$ cat src/include/ees_pkg.sv
// Purpose: constants and types of the event entry sequencer
// Assumes: 32-bit registers, AXI4-Lite map of five words
// Notes:   bit positions are little-endian (bit 0 = lsb)
// Summary of operation
// (RULE_01) Priority: reset, hw exception, nonmaskable break, break, interrupt, user.
// (RULE_02) Vectors: reset 0x0, user 0x8, interrupt 0x10, breaks 0x18, hw 0x20.
// (RULE_03) Return address goes to R14 interrupt, R16 break, R17 hw exception.
// (RULE_04) Either external reset flushes, fetches from 0, clears status registers; the code clears MSR, ESR and EAR but not FSR.
// (RULE_05) Reset source holds active-high resets at least 16 cycles.
// (RULE_06) Trap selected internal and floating point error conditions when configured.
// (RULE_07) Hw exception flushes pipeline, kills execute instruction, branches to 0x20.
// (RULE_08) Hw exception writes decode-stage pc into R17.
// (RULE_09) Hw exception clears EE, sets EXCEPTION_IN_PROGRESS, loads cause, status, address, fsr.
// (RULE_10) Exception in a delay slot is flagged non-recoverable.
// (RULE_11) Break lets execute finish and replaces decode with branch to 0x18.
// (RULE_12) Break writes decode pc into R16 and sets break-in-progress.
// (RULE_13) Maskable break only when no break in progress; nonmaskable always.
// (RULE_14) Break in progress blocks interrupts and exception entry.
// (RULE_15) Interrupt taken only while interrupt enable is one.
// (RULE_16) Interrupt lets execute finish, branches to 0x10, saves pc in R14.
// (RULE_17) Interrupt entry clears enable; return-from-interrupt sets it again.
// (RULE_18) Entry latency 4, 6 or 37 cycles; two more from peripheral bus.
// (RULE_19) User exception: branch-link to 0x8 stores pc in chosen register.
// (RULE_20) Execute stalls may delay entry without bound.
// (RULE_21) Cause codes: 1 unaligned, 2 illegal, 3 ibus, 4 dbus, 5 div0, 6 fpu.
// (RULE_22) Only the highest pending event enters; lower ones stay pending.
package ees_pkg;
   localparam logic [31:0] VEC_RESET   = 32'h0000_0000;
   localparam logic [31:0] VEC_USER    = 32'h0000_0008;
   localparam logic [31:0] VEC_INTR    = 32'h0000_0010;
   localparam logic [31:0] VEC_BREAK   = 32'h0000_0018;
   localparam logic [31:0] VEC_HW_EXC  = 32'h0000_0020;
   localparam logic [4:0]  GPR_INTR    = 5'hE;
   localparam logic [4:0]  GPR_BREAK   = 5'h10;
   localparam logic [4:0]  GPR_HW_EXC  = 5'h11;
   localparam int          RESET_MIN_CYC   = 16;
   localparam int          LAT_NORMAL_CYC  = 4;
   localparam int          LAT_NODIV_CYC   = 6;
   localparam int          LAT_DIV_CYC     = 37;
   localparam int          LAT_PERIPH_EXTRA = 2;
   localparam int          MSR_IE_BIT  = 1;
   localparam int          MSR_BIP_BIT = 3;
   localparam int          MSR_EE_BIT  = 8;
   localparam int          MSR_EIP_BIT = 9;
   localparam logic [31:0] MSR_WR_MASK = 32'h0000_030A;
   localparam logic [31:0] MSR_RESET   = 32'h0000_0000;
   localparam int          ESR_EC_LSB  = 0;
   localparam int          ESR_EC_W    = 5;
   localparam int          ESR_ESS_LSB = 5;
   localparam int          ESR_ESS_W   = 7;
   localparam int          FSR_W       = 5;
   localparam logic [4:0]  EC_UNALIGNED = 5'h01;
   localparam logic [4:0]  EC_ILLEGAL   = 5'h02;
   localparam logic [4:0]  EC_IBUS      = 5'h03;
   localparam logic [4:0]  EC_DBUS      = 5'h04;
   localparam logic [4:0]  EC_DIV0      = 5'h05;
   localparam logic [4:0]  EC_FPU       = 5'h06;
   localparam logic [7:0]  OFS_MSR  = 8'h00;
   localparam logic [7:0]  OFS_ESR  = 8'h04;
   localparam logic [7:0]  OFS_EAR  = 8'h08;
   localparam logic [7:0]  OFS_FSR  = 8'h0C;
   localparam logic [7:0]  OFS_STAT = 8'h10;
   localparam int          STAT_WAIT_BIT  = 0;
   localparam int          STAT_NREC_BIT  = 1;
   localparam int          STAT_SHORT_BIT = 2;
   localparam int          STAT_EVT_LSB   = 4;
   localparam logic [1:0]  RESP_OKAY   = 2'h0;
   localparam logic [1:0]  RESP_SLVERR = 2'h2;
   typedef enum logic [2:0] {
      EES_EVT_NONE = 3'h0, EES_EVT_RESET = 3'h1, EES_EVT_HWEXC = 3'h2,
      EES_EVT_NMBRK = 3'h3, EES_EVT_BRK = 3'h4, EES_EVT_INTR = 3'h5,
      EES_EVT_USER = 3'h6
   } ees_evt_t;
   typedef enum logic [1:0] {
      EES_ST_RESET = 2'h0, EES_ST_RUN = 2'h1, EES_ST_WAIT = 2'h3
   } ees_state_t;
endpackage : ees_pkg

$ cat src/core/ees_event_entry_sequencer.sv
// Purpose: event entry logic of a three-stage soft processor
// Assumes: all inputs synchronous to sys_clk; pipeline obeys redirects
// Notes:   entry outputs appear one cycle after the event is selected
//
// Local design decisions: the AXI4-Lite slave port and the address map.
`timescale 1ns/1ps
module ees_event_entry_sequencer #(
   parameter logic [6:0] TRAP_EN = 7'h3E,
   parameter bit         HAS_FPU = 1'b1
) (
   input  wire logic        sys_clk,
   input  wire logic        resetn,
   input  wire logic        sys_reset_in,
   input  wire logic        debug_reset_in,
   input  wire logic        break_in,
   input  wire logic        nonmaskable_break_in,
   input  wire logic        interrupt_in,
   input  wire logic        ex_stall,
   input  wire logic [31:0] decode_pc,
   input  wire logic        decode_in_delay_slot,
   input  wire logic        hw_exc_req,
   input  wire logic [4:0]  hw_exc_cause,
   input  wire logic [6:0]  hw_exc_ess,
   input  wire logic [31:0] hw_exc_addr,
   input  wire logic [4:0]  hw_exc_fsr,
   input  wire logic        user_exc_req,
   input  wire logic [31:0] user_exc_pc,
   input  wire logic [4:0]  user_exc_reg,
   input  wire logic        rti_exec,
   output logic             redirect_valid,
   output logic [31:0]      redirect_pc,
   output logic             kill_execute,
   output logic             kill_decode,
   output logic             gpr_we,
   output logic [4:0]       gpr_addr,
   output logic [31:0]      gpr_wdata,
   output logic             hw_exc_ack,
   output logic             user_exc_ack,
   output logic [31:0]      machine_status_reg,
   input  wire logic [7:0]  s_axi_awaddr,
   input  wire logic        s_axi_awvalid,
   output logic             s_axi_awready,
   input  wire logic [31:0] s_axi_wdata,
   input  wire logic [3:0]  s_axi_wstrb,
   input  wire logic        s_axi_wvalid,
   output logic             s_axi_wready,
   output logic [1:0]       s_axi_bresp,
   output logic             s_axi_bvalid,
   input  wire logic        s_axi_bready,
   input  wire logic [7:0]  s_axi_araddr,
   input  wire logic        s_axi_arvalid,
   output logic             s_axi_arready,
   output logic [31:0]      s_axi_rdata,
   output logic [1:0]       s_axi_rresp,
   output logic             s_axi_rvalid,
   input  wire logic        s_axi_rready
);
   ees_pkg::ees_state_t st_ff;
   ees_pkg::ees_evt_t   sel_evt;
   ees_pkg::ees_evt_t   last_evt_ff;
   logic [31:0] msr_ff, nxt_msr, esr_ff, ear_ff, fsr_ff;
   logic        ext_rst, ie, break_in_progress, ee, trap_ok, fire;
   logic        exc_ok, brk_ok, int_ok, wait_evt;
   logic        nrec_ff, short_rst_ff;
   logic [4:0]  rst_cnt_ff;
   logic        aw_hold_ff, w_hold_ff, do_write;
   logic        nxt_aw_hold, nxt_w_hold, nxt_bvalid, nxt_rvalid;
   logic [7:0]  waddr_ff;
   logic [31:0] wdata_ff, rd_mux;
   logic [3:0]  wstrb_ff;
   logic        wr_msr, wr_fsr, rd_hit;

   function automatic logic [31:0] ees_strb(input logic [31:0] old_v,
                                            input logic [31:0] new_v,
                                            input logic [3:0]  strb);
      logic [31:0] r;
      r = old_v;
      for (int i = 0; i < 4; i++) begin
         if (strb[i]) begin
            r[8*i +: 8] = new_v[8*i +: 8];
         end
      end
      return r;
   endfunction : ees_strb

   assign ext_rst = sys_reset_in | debug_reset_in;
   assign ie      = msr_ff[ees_pkg::MSR_IE_BIT];
   assign break_in_progress     = msr_ff[ees_pkg::MSR_BIP_BIT];
   assign ee      = msr_ff[ees_pkg::MSR_EE_BIT];

   // unconfigured or unknown causes are never trapped
   always_comb begin
      trap_ok = 1'b0;
      if (hw_exc_cause >= ees_pkg::EC_UNALIGNED &&
          hw_exc_cause <= ees_pkg::EC_FPU) begin // RULE_21
         trap_ok = TRAP_EN[hw_exc_cause[2:0]]; // RULE_06
      end
      if (hw_exc_cause == ees_pkg::EC_FPU && !HAS_FPU) begin
         trap_ok = 1'b0; // RULE_06
      end
   end

   assign exc_ok = hw_exc_req & trap_ok & ee & ~break_in_progress & ~hw_exc_ack; // RULE_14
   assign brk_ok = break_in & ~break_in_progress; // RULE_13
   assign int_ok = interrupt_in & ie & ~break_in_progress; // RULE_14 RULE_15

   // strict ranking; a stalled higher event blocks all lower ones
   always_comb begin
      sel_evt = ees_pkg::EES_EVT_NONE;
      if (ext_rst) begin
         sel_evt = ees_pkg::EES_EVT_RESET; // RULE_01
      end else if (st_ff == ees_pkg::EES_ST_RESET) begin
         sel_evt = ees_pkg::EES_EVT_NONE;
      end else if (exc_ok) begin
         sel_evt = ees_pkg::EES_EVT_HWEXC; // RULE_01
      end else if (nonmaskable_break_in) begin
         sel_evt = ees_pkg::EES_EVT_NMBRK; // RULE_13
      end else if (brk_ok) begin
         sel_evt = ees_pkg::EES_EVT_BRK;
      end else if (int_ok) begin
         sel_evt = ees_pkg::EES_EVT_INTR;
      end else if (user_exc_req && !user_exc_ack) begin
         sel_evt = ees_pkg::EES_EVT_USER; // RULE_22
      end
   end

   // breaks and interrupts wait for the execute stage to finish
   assign wait_evt = ex_stall &&
                     (sel_evt == ees_pkg::EES_EVT_NMBRK ||
                      sel_evt == ees_pkg::EES_EVT_BRK ||
                      sel_evt == ees_pkg::EES_EVT_INTR); // RULE_20
   assign fire = (sel_evt != ees_pkg::EES_EVT_NONE) &&
                 (sel_evt != ees_pkg::EES_EVT_RESET) && !wait_evt; // RULE_22

   always_ff @(posedge sys_clk or negedge resetn) begin
      if (!resetn) begin
         st_ff <= ees_pkg::EES_ST_RESET;
      end else begin
         unique case (st_ff)
            ees_pkg::EES_ST_RESET: begin
               if (!ext_rst) begin
                  st_ff <= ees_pkg::EES_ST_RUN;
               end
            end
            ees_pkg::EES_ST_RUN, ees_pkg::EES_ST_WAIT: begin
               if (ext_rst) begin
                  st_ff <= ees_pkg::EES_ST_RESET;
               end else if (wait_evt) begin
                  st_ff <= ees_pkg::EES_ST_WAIT;
               end else begin
                  st_ff <= ees_pkg::EES_ST_RUN;
               end
            end
            default: begin
               st_ff <= ees_pkg::EES_ST_RESET;
            end
         endcase
      end
   end

   // pipeline redirect and return-address write
   always_ff @(posedge sys_clk or negedge resetn) begin
      if (!resetn) begin
         redirect_valid <= 1'b0;
         redirect_pc    <= ees_pkg::VEC_RESET;
         kill_execute   <= 1'b0;
         kill_decode    <= 1'b0;
         gpr_we         <= 1'b0;
         gpr_addr       <= 5'h0;
         gpr_wdata      <= 32'h0;
         hw_exc_ack     <= 1'b0;
         user_exc_ack   <= 1'b0;
      end else begin
         redirect_valid <= ext_rst | fire;
         kill_execute   <= ext_rst | (sel_evt == ees_pkg::EES_EVT_HWEXC);
         kill_decode    <= ext_rst | fire; // RULE_11
         gpr_we         <= fire;
         hw_exc_ack     <= fire && sel_evt == ees_pkg::EES_EVT_HWEXC;
         user_exc_ack   <= fire && sel_evt == ees_pkg::EES_EVT_USER;
         gpr_wdata      <= decode_pc; // RULE_08 RULE_12 RULE_16
         unique case (sel_evt)
            ees_pkg::EES_EVT_HWEXC: begin
               redirect_pc <= ees_pkg::VEC_HW_EXC; // RULE_02 RULE_07
               gpr_addr    <= ees_pkg::GPR_HW_EXC; // RULE_03
            end
            ees_pkg::EES_EVT_NMBRK, ees_pkg::EES_EVT_BRK: begin
               redirect_pc <= ees_pkg::VEC_BREAK; // RULE_02 RULE_11
               gpr_addr    <= ees_pkg::GPR_BREAK; // RULE_03
            end
            ees_pkg::EES_EVT_INTR: begin
               redirect_pc <= ees_pkg::VEC_INTR; // RULE_02 RULE_16
               gpr_addr    <= ees_pkg::GPR_INTR; // RULE_03
            end
            ees_pkg::EES_EVT_USER: begin
               redirect_pc <= ees_pkg::VEC_USER; // RULE_02 RULE_19
               gpr_addr    <= user_exc_reg; // RULE_19
               gpr_wdata   <= user_exc_pc; // RULE_19
            end
            default: begin
               redirect_pc <= ees_pkg::VEC_RESET; // RULE_04
               gpr_addr    <= 5'h0;
            end
         endcase
      end
   end

   // machine status: hardware updates override a same-cycle write
   always_comb begin
      nxt_msr = msr_ff;
      if (wr_msr) begin
         nxt_msr = (msr_ff & ~ees_pkg::MSR_WR_MASK) |
                   (ees_strb(msr_ff, wdata_ff, wstrb_ff) &
                    ees_pkg::MSR_WR_MASK);
      end
      if (rti_exec) begin
         nxt_msr[ees_pkg::MSR_IE_BIT] = 1'b1; // RULE_17
      end
      if (fire) begin
         unique case (sel_evt)
            ees_pkg::EES_EVT_HWEXC: begin
               nxt_msr[ees_pkg::MSR_EE_BIT]  = 1'b0; // RULE_09
               nxt_msr[ees_pkg::MSR_EIP_BIT] = 1'b1; // RULE_09
            end
            ees_pkg::EES_EVT_NMBRK, ees_pkg::EES_EVT_BRK: begin
               nxt_msr[ees_pkg::MSR_BIP_BIT] = 1'b1; // RULE_12
            end
            ees_pkg::EES_EVT_INTR: begin
               nxt_msr[ees_pkg::MSR_IE_BIT] = 1'b0; // RULE_17
            end
            default: begin
            end
         endcase
      end
   end

   always_ff @(posedge sys_clk or negedge resetn) begin
      if (!resetn) begin
         msr_ff <= ees_pkg::MSR_RESET;
         esr_ff <= 32'h0;
         ear_ff <= 32'h0;
      end else if (ext_rst) begin
         msr_ff <= ees_pkg::MSR_RESET; // RULE_04
         esr_ff <= 32'h0; // RULE_04
         ear_ff <= 32'h0; // RULE_04
      end else begin
         msr_ff <= nxt_msr;
         if (fire && sel_evt == ees_pkg::EES_EVT_HWEXC) begin
            esr_ff <= 32'h0;
            esr_ff[ees_pkg::ESR_EC_LSB +: ees_pkg::ESR_EC_W] <=
               hw_exc_cause; // RULE_09
            esr_ff[ees_pkg::ESR_ESS_LSB +: ees_pkg::ESR_ESS_W] <=
               (hw_exc_cause == ees_pkg::EC_UNALIGNED) ? hw_exc_ess : 7'h0;
            ear_ff <= hw_exc_addr; // RULE_09
         end
      end
   end

   always_ff @(posedge sys_clk or negedge resetn) begin
      if (!resetn) begin
         fsr_ff <= 32'h0;
      end else if (fire && sel_evt == ees_pkg::EES_EVT_HWEXC) begin
         fsr_ff <= {27'h0, hw_exc_fsr}; // RULE_09
      end else if (wr_fsr) begin
         fsr_ff <= ees_strb(fsr_ff, wdata_ff, wstrb_ff) &
                   32'h0000_001F;
      end
   end

   assign machine_status_reg = msr_ff;

   // event status; hardware set wins over the write-one-to-clear
   always_ff @(posedge sys_clk or negedge resetn) begin
      if (!resetn) begin
         nrec_ff      <= 1'b0;
         short_rst_ff <= 1'b0;
         rst_cnt_ff   <= 5'h0;
         last_evt_ff  <= ees_pkg::EES_EVT_NONE;
      end else begin
         if (fire) begin
            last_evt_ff <= sel_evt;
         end else if (ext_rst) begin
            last_evt_ff <= ees_pkg::EES_EVT_RESET;
         end
         if (fire && sel_evt == ees_pkg::EES_EVT_HWEXC &&
             decode_in_delay_slot) begin
            nrec_ff <= 1'b1; // RULE_10
         end else if (do_write && waddr_ff == ees_pkg::OFS_STAT &&
                      wstrb_ff[0] && wdata_ff[ees_pkg::STAT_NREC_BIT]) begin
            nrec_ff <= 1'b0;
         end
         if (ext_rst) begin
            if (rst_cnt_ff != 5'(ees_pkg::RESET_MIN_CYC)) begin
               rst_cnt_ff <= rst_cnt_ff + 5'h1; // RULE_05
            end
         end else begin
            rst_cnt_ff <= 5'h0;
         end
         if (!ext_rst && st_ff == ees_pkg::EES_ST_RESET && rst_cnt_ff != 5'h0
             && rst_cnt_ff < 5'(ees_pkg::RESET_MIN_CYC)) begin
            short_rst_ff <= 1'b1; // RULE_05
         end else if (do_write && waddr_ff == ees_pkg::OFS_STAT &&
                      wstrb_ff[0] && wdata_ff[ees_pkg::STAT_SHORT_BIT]) begin
            short_rst_ff <= 1'b0;
         end
      end
   end

   // axi4-lite write: address and data latched separately
   assign do_write    = aw_hold_ff & w_hold_ff & ~s_axi_bvalid;
   assign nxt_aw_hold = do_write ? 1'b0 :
                        aw_hold_ff | (s_axi_awvalid & s_axi_awready);
   assign nxt_w_hold  = do_write ? 1'b0 :
                        w_hold_ff | (s_axi_wvalid & s_axi_wready);
   assign nxt_bvalid  = do_write | (s_axi_bvalid & ~s_axi_bready);
   assign wr_msr      = do_write && waddr_ff == ees_pkg::OFS_MSR;
   assign wr_fsr      = do_write && waddr_ff == ees_pkg::OFS_FSR;

   always_ff @(posedge sys_clk or negedge resetn) begin
      if (!resetn) begin
         aw_hold_ff    <= 1'b0;
         w_hold_ff     <= 1'b0;
         waddr_ff      <= 8'h0;
         wdata_ff      <= 32'h0;
         wstrb_ff      <= 4'h0;
         s_axi_awready <= 1'b0;
         s_axi_wready  <= 1'b0;
         s_axi_bvalid  <= 1'b0;
         s_axi_bresp   <= ees_pkg::RESP_OKAY;
      end else begin
         aw_hold_ff    <= nxt_aw_hold;
         w_hold_ff     <= nxt_w_hold;
         s_axi_awready <= ~nxt_aw_hold & ~nxt_bvalid;
         s_axi_wready  <= ~nxt_w_hold & ~nxt_bvalid;
         s_axi_bvalid  <= nxt_bvalid;
         if (s_axi_awvalid && s_axi_awready) begin
            waddr_ff <= {s_axi_awaddr[7:2], 2'h0};
         end
         if (s_axi_wvalid && s_axi_wready) begin
            wdata_ff <= s_axi_wdata;
            wstrb_ff <= s_axi_wstrb;
         end
         if (do_write) begin
            s_axi_bresp <= (waddr_ff <= ees_pkg::OFS_STAT) ?
                           ees_pkg::RESP_OKAY : ees_pkg::RESP_SLVERR;
         end
      end
   end

   // axi4-lite read
   always_comb begin
      rd_hit = 1'b1;
      rd_mux = 32'h0;
      unique case ({s_axi_araddr[7:2], 2'h0})
         ees_pkg::OFS_MSR: rd_mux = msr_ff;
         ees_pkg::OFS_ESR: rd_mux = esr_ff;
         ees_pkg::OFS_EAR: rd_mux = ear_ff;
         ees_pkg::OFS_FSR: rd_mux = fsr_ff;
         ees_pkg::OFS_STAT: begin
            rd_mux[ees_pkg::STAT_WAIT_BIT]  = (st_ff == ees_pkg::EES_ST_WAIT);
            rd_mux[ees_pkg::STAT_NREC_BIT]  = nrec_ff;
            rd_mux[ees_pkg::STAT_SHORT_BIT] = short_rst_ff;
            rd_mux[ees_pkg::STAT_EVT_LSB +: 3] = last_evt_ff;
         end
         default: rd_hit = 1'b0;
      endcase
   end

   assign nxt_rvalid = (s_axi_arvalid & s_axi_arready) |
                       (s_axi_rvalid & ~s_axi_rready);

   always_ff @(posedge sys_clk or negedge resetn) begin
      if (!resetn) begin
         s_axi_arready <= 1'b0;
         s_axi_rvalid  <= 1'b0;
         s_axi_rdata   <= 32'h0;
         s_axi_rresp   <= ees_pkg::RESP_OKAY;
      end else begin
         s_axi_arready <= ~nxt_rvalid;
         s_axi_rvalid  <= nxt_rvalid;
         if (s_axi_arvalid && s_axi_arready) begin
            s_axi_rdata <= rd_mux;
            s_axi_rresp <= rd_hit ? ees_pkg::RESP_OKAY : ees_pkg::RESP_SLVERR;
         end
      end
   end
endmodule : ees_event_entry_sequencer

$ cat config.mk
export PLATFORM = sky130hd
export DESIGN_NAME = ees_event_entry_sequencer
export DESIGN_NICKNAME = d
export VERILOG_FILES = /design/src/include/ees_pkg.sv /design/src/core/ees_event_entry_sequencer.sv
export SDC_FILE = /design/constraint.sdc
export NUM_CORES = 1
export LEC_CHECK = 0
export ABC_AREA = 1
export BUFFER_PORTS_ARGS = -buffer_cell sky130_fd_sc_hd__clkbuf_2
export CORE_MARGIN = 1
export CORE_UTILIZATION = 40
export CTS_CLUSTER_DIAMETER = 120
export DETAILED_ROUTE_END_ITERATION = 10
export GPL_TIMING_DRIVEN = 0
export PLACE_DENSITY = 0.82
export REMOVE_ABC_BUFFERS = 1
export SLEW_MARGIN = 20
export SYNTH_ARGS = -nofsm -noshare
export SYNTH_HDL_FRONTEND = slang
export SYNTH_SLANG_ARGS = --single-unit
export TNS_END_PERCENT = 20
$ cat constraint.sdc
create_clock -name sys_clk -period 1.5 [get_ports sys_clk]
set_input_delay 0.3 -clock sys_clk [delete_from_list [all_inputs] [get_ports sys_clk]]
set_output_delay 0.3 -clock sys_clk [all_outputs]
set_load 0.02 [all_outputs]
==> summary.txt <==
required time worst endpoint - 1.80 ns
Worst Setup SP - machine_status_reg[3]$_DFF_PN0_
biggest regs - ear_ff (32), gpr_wdata (32), s_axi_rdata (32)
largest area contributor in the netlist - dfrtp_1
fin. max-slew vios - 0
synth top area cells - dfrtp_1 56%, nand2_1 15%, buf_4 6.3%
outcome - finished with violations
Yosys cell types - 37
synthesized instance count - 828
core area - 0.0181 mm^2
pwr/cell area - 1130 mW/mm^2
H-Tree Depth - 4
Final Hold Fails - 0
routed wire length - 21.5 mm
cts bufs inserted - 17
worst skew pair latency - 0.42 ns
number of placed I/O pins - 335
Setup violations, final - 101
failing checks - DRC, setup timing
die height - 139 um
largest net degree at the start of global routing - 89
Crit Path Class - register to register
hold_sp - s_axi_wdata[4]
Critical Path AT - 2.18 ns
FFs w/ async S/R, synth - 100%
Final min period - 1.88 ns
Post-Place Cell Area - 0.00867 mm^2
vias in the first global route - 6503
crit path max fanout - 5
standard-cell rows - 49
footprint of the multi-input gates - 0.00295 mm^2
Clk pwr share - 36.9%
clk slew on worst S/H paths - 0.07 ns
period utilization - 125%
Ys Warns - 0
vias post-DR - 6487
Overall Power - 11.4 mW
clk_skew - 0.0137 ns
largest stage delay on the critical path - 0.44 ns
post-route ant nets - 0
combinational share of power - 16.7%
Max-Cap Viols - 0
Max VDD drop - 0.780 mV
Die X - 139 um
Seq/Total Area, Yosys - 55.7%
Yosys top cell area share - 55.7%
full die area - 0.0192 mm^2
pre-CTS setup slack - -1.33 ns
sw power - 3.39 mW
syn avg cell area - 9.01 um^2
Sw Share - 29.8%
most numerous cell in the Yosys netlist - nand2_1
Clock Tree Buf Depth - 2
crit start category - register
Placed Cells - 1275
Main synth FF type - dfrtp_1
most common library cells after synthesis - 291 x nand2_1, 166 x dfrtp_1, 74 x inv_1
Slowest cell on crit path - dfrtp_2
mapped cell area - 0.00746 mm^2
Setup crit end kind - register
Slew @ Worst Pin - 0.826 ns
Root Driver - clkbuf_16
I/O Buffers - 244
Post-synth EDFFs - 0
fraction of layout cells with a size suffix above 1 - 37.3%
Leakage Power - 5.26 nW
Crit path max-delay family - buffers and inverters
CTS tree - yes
fmax - 0.533 GHz
Seq pwr share - 46.5%
RR Startpoint - machine_status_reg[3]$_DFF_PN0_
critical path cell sequence - nor2_1 -> nand2_1 -> inv_2 -> nand3_4 -> buf_6 -> nand3_4 -> inv_4 -> nor2_4 -> buf_6 -> buf_12 -> inv_16 -> nand2_8 -> o22ai_2
# fillers - 1578
Design Area, Final - 0.0101 mm^2
Total Routing Usage GR - 23.3%
Post-route DRC - 17
number of synthesized register bits - 166
GRT overflow - 0
Placer Congestion - 0.874
nets - 1296
Iter 0 DRT Violations - 385
RSZ-0062 raised after global routing - yes
1st-pass router iterations - 9
Avg Vias per Cell - 4.80
final std cells w/o fill - 1351
initial antenna violation count - 2
Hold Path Class - input port to register
Avg WL per Cell - 15.9 um
P&R area growth vs syn - 34.9%
first-pass GRT wire length - 34.2 mm
clk sink count - 166
Buf/Inv on CP - 6
hpwl dp - 14.2 mm
sequential cell area - 0.00416 mm^2
final worst slack - -0.377 ns
Internal - 7.97 mW
Hold WS - 0.0691 ns
initial core utilization - 41.1%
max_slew headroom - 44.5%
power groups by stage:
stage	Combinational, mW	Sequential (mW)	Clock (mW)
5_1_grt	2.13	5.33	4.43
6_report	1.90	5.28	4.19
3_5_place_dp	1.75	5.33	0
3_3_place_gp	1.65	5.31	0
2_1_floorplan	0.886	5.42	0
4_1_cts	1.87	5.26	4.25
layer usage:
layer	up-vias	share of wire (%)	track usage [%]	routed length, um
met5	-	0	0	0
met4	0	3.1	10.1	674
met3	35	7.9	5.90	1710
met2	279	51	39.6	10900
met1	3095	38	28.0	8220
li1	3078	-	-	-
worst paths after layout:
| path | endpoint | cells after the start | slack, ns |
|---|---|---|---|
| min in group asynchronous | s_axi_rdata[29]$_DFFE_PN0P_ | 2 | 0.46 |
| max in group asynchronous | gpr_wdata[6]$_DFF_PN0_ | 3 | 0.15 |
| hold reg to reg | s_axi_arready$_DFF_PN0_ | 1 | 0.47 |
| setup reg to reg | esr_ff[2]$_DFFE_PN0P_ | 13 | -0.38 |
| setup / recovery | esr_ff[2]$_DFFE_PN0P_ | 13 | -0.38 |
| hold / removal | wdata_ff[4]$_DFFE_PN0P_ | 3 | 0.07 |
final cells by class:
| type | instances | area share [%] |
|---|---|---|
| multi-input cells | 558 | 29.3 |
| diodes | 2 | 0.0497 |
| clock buffers | 22 | 4.61 |
| well taps | 229 | 2.85 |
| inverters | 80 | 3.29 |
| repair inverters | 5 | 0.609 |
| flip-flops and latches | 166 | 41.3 |
| clock inverters | 10 | 0.945 |
| repair buffers | 279 | 17.1 |
what timing repair did:
item,CTS,global route
pin swaps,10,2
gates resized for setup,80,26
buffers inserted,26,0
hold buffers,1,0
hold endpoints to repair,78,0
gates cloned,15,0
setup endpoints to repair,118,113
layout by cell type, fill, tap and decap left out, types with 5 or more instances in the layout:
master      instances
o21ai_0            27
nand3_4             5
inv_1              70
buf_4              14
nand2_4             5
nand3_2            10
clkinvlp_4          6
buf_6               7
nand2_2            23
a21oi_1            14
conb_1             59
dfrtp_1           163
nand4_1             5
nand2_1           266
nor2_4              6
nand2_8             7
o31ai_1            22
o21ai_1             7
nor2_1             20
o21ai_2            26
nand3_1            28
buf_12              6
clkbuf_16          18
clkbuf_2          243
cell families (layout without fill, tap and decap cells):
kind of cell,Yosys count,in the layout,synth area share (%)
xor gates and xnor gates,1,1,0.117
adders and majority gates,2,2,0.335
and+or+nand+nor,382,389,21.5
buffers and inverters,169,396,12.7
muxes,1,1,0.134
AOI/OAI and AO/OA,106,106,9.46
other,1,61,0.0503
DFF,166,166,55.7
through the flow:
stage               TNS [ns]  utilization [%]
detailed placement   -117.73             47.8
finish                -30.31             55.5
global route          -40.89             55.5
global placement     -713.81             47.1
floorplan            -125.11                -
CTS                   -28.62             55.0
worst min-delay path: cells and delay by family:
kind                   cells  cell delay (ns)
and+or+nand+nor            2             0.08
buffers and inverters      1             0.08
(Power assumes the default switching activity.)
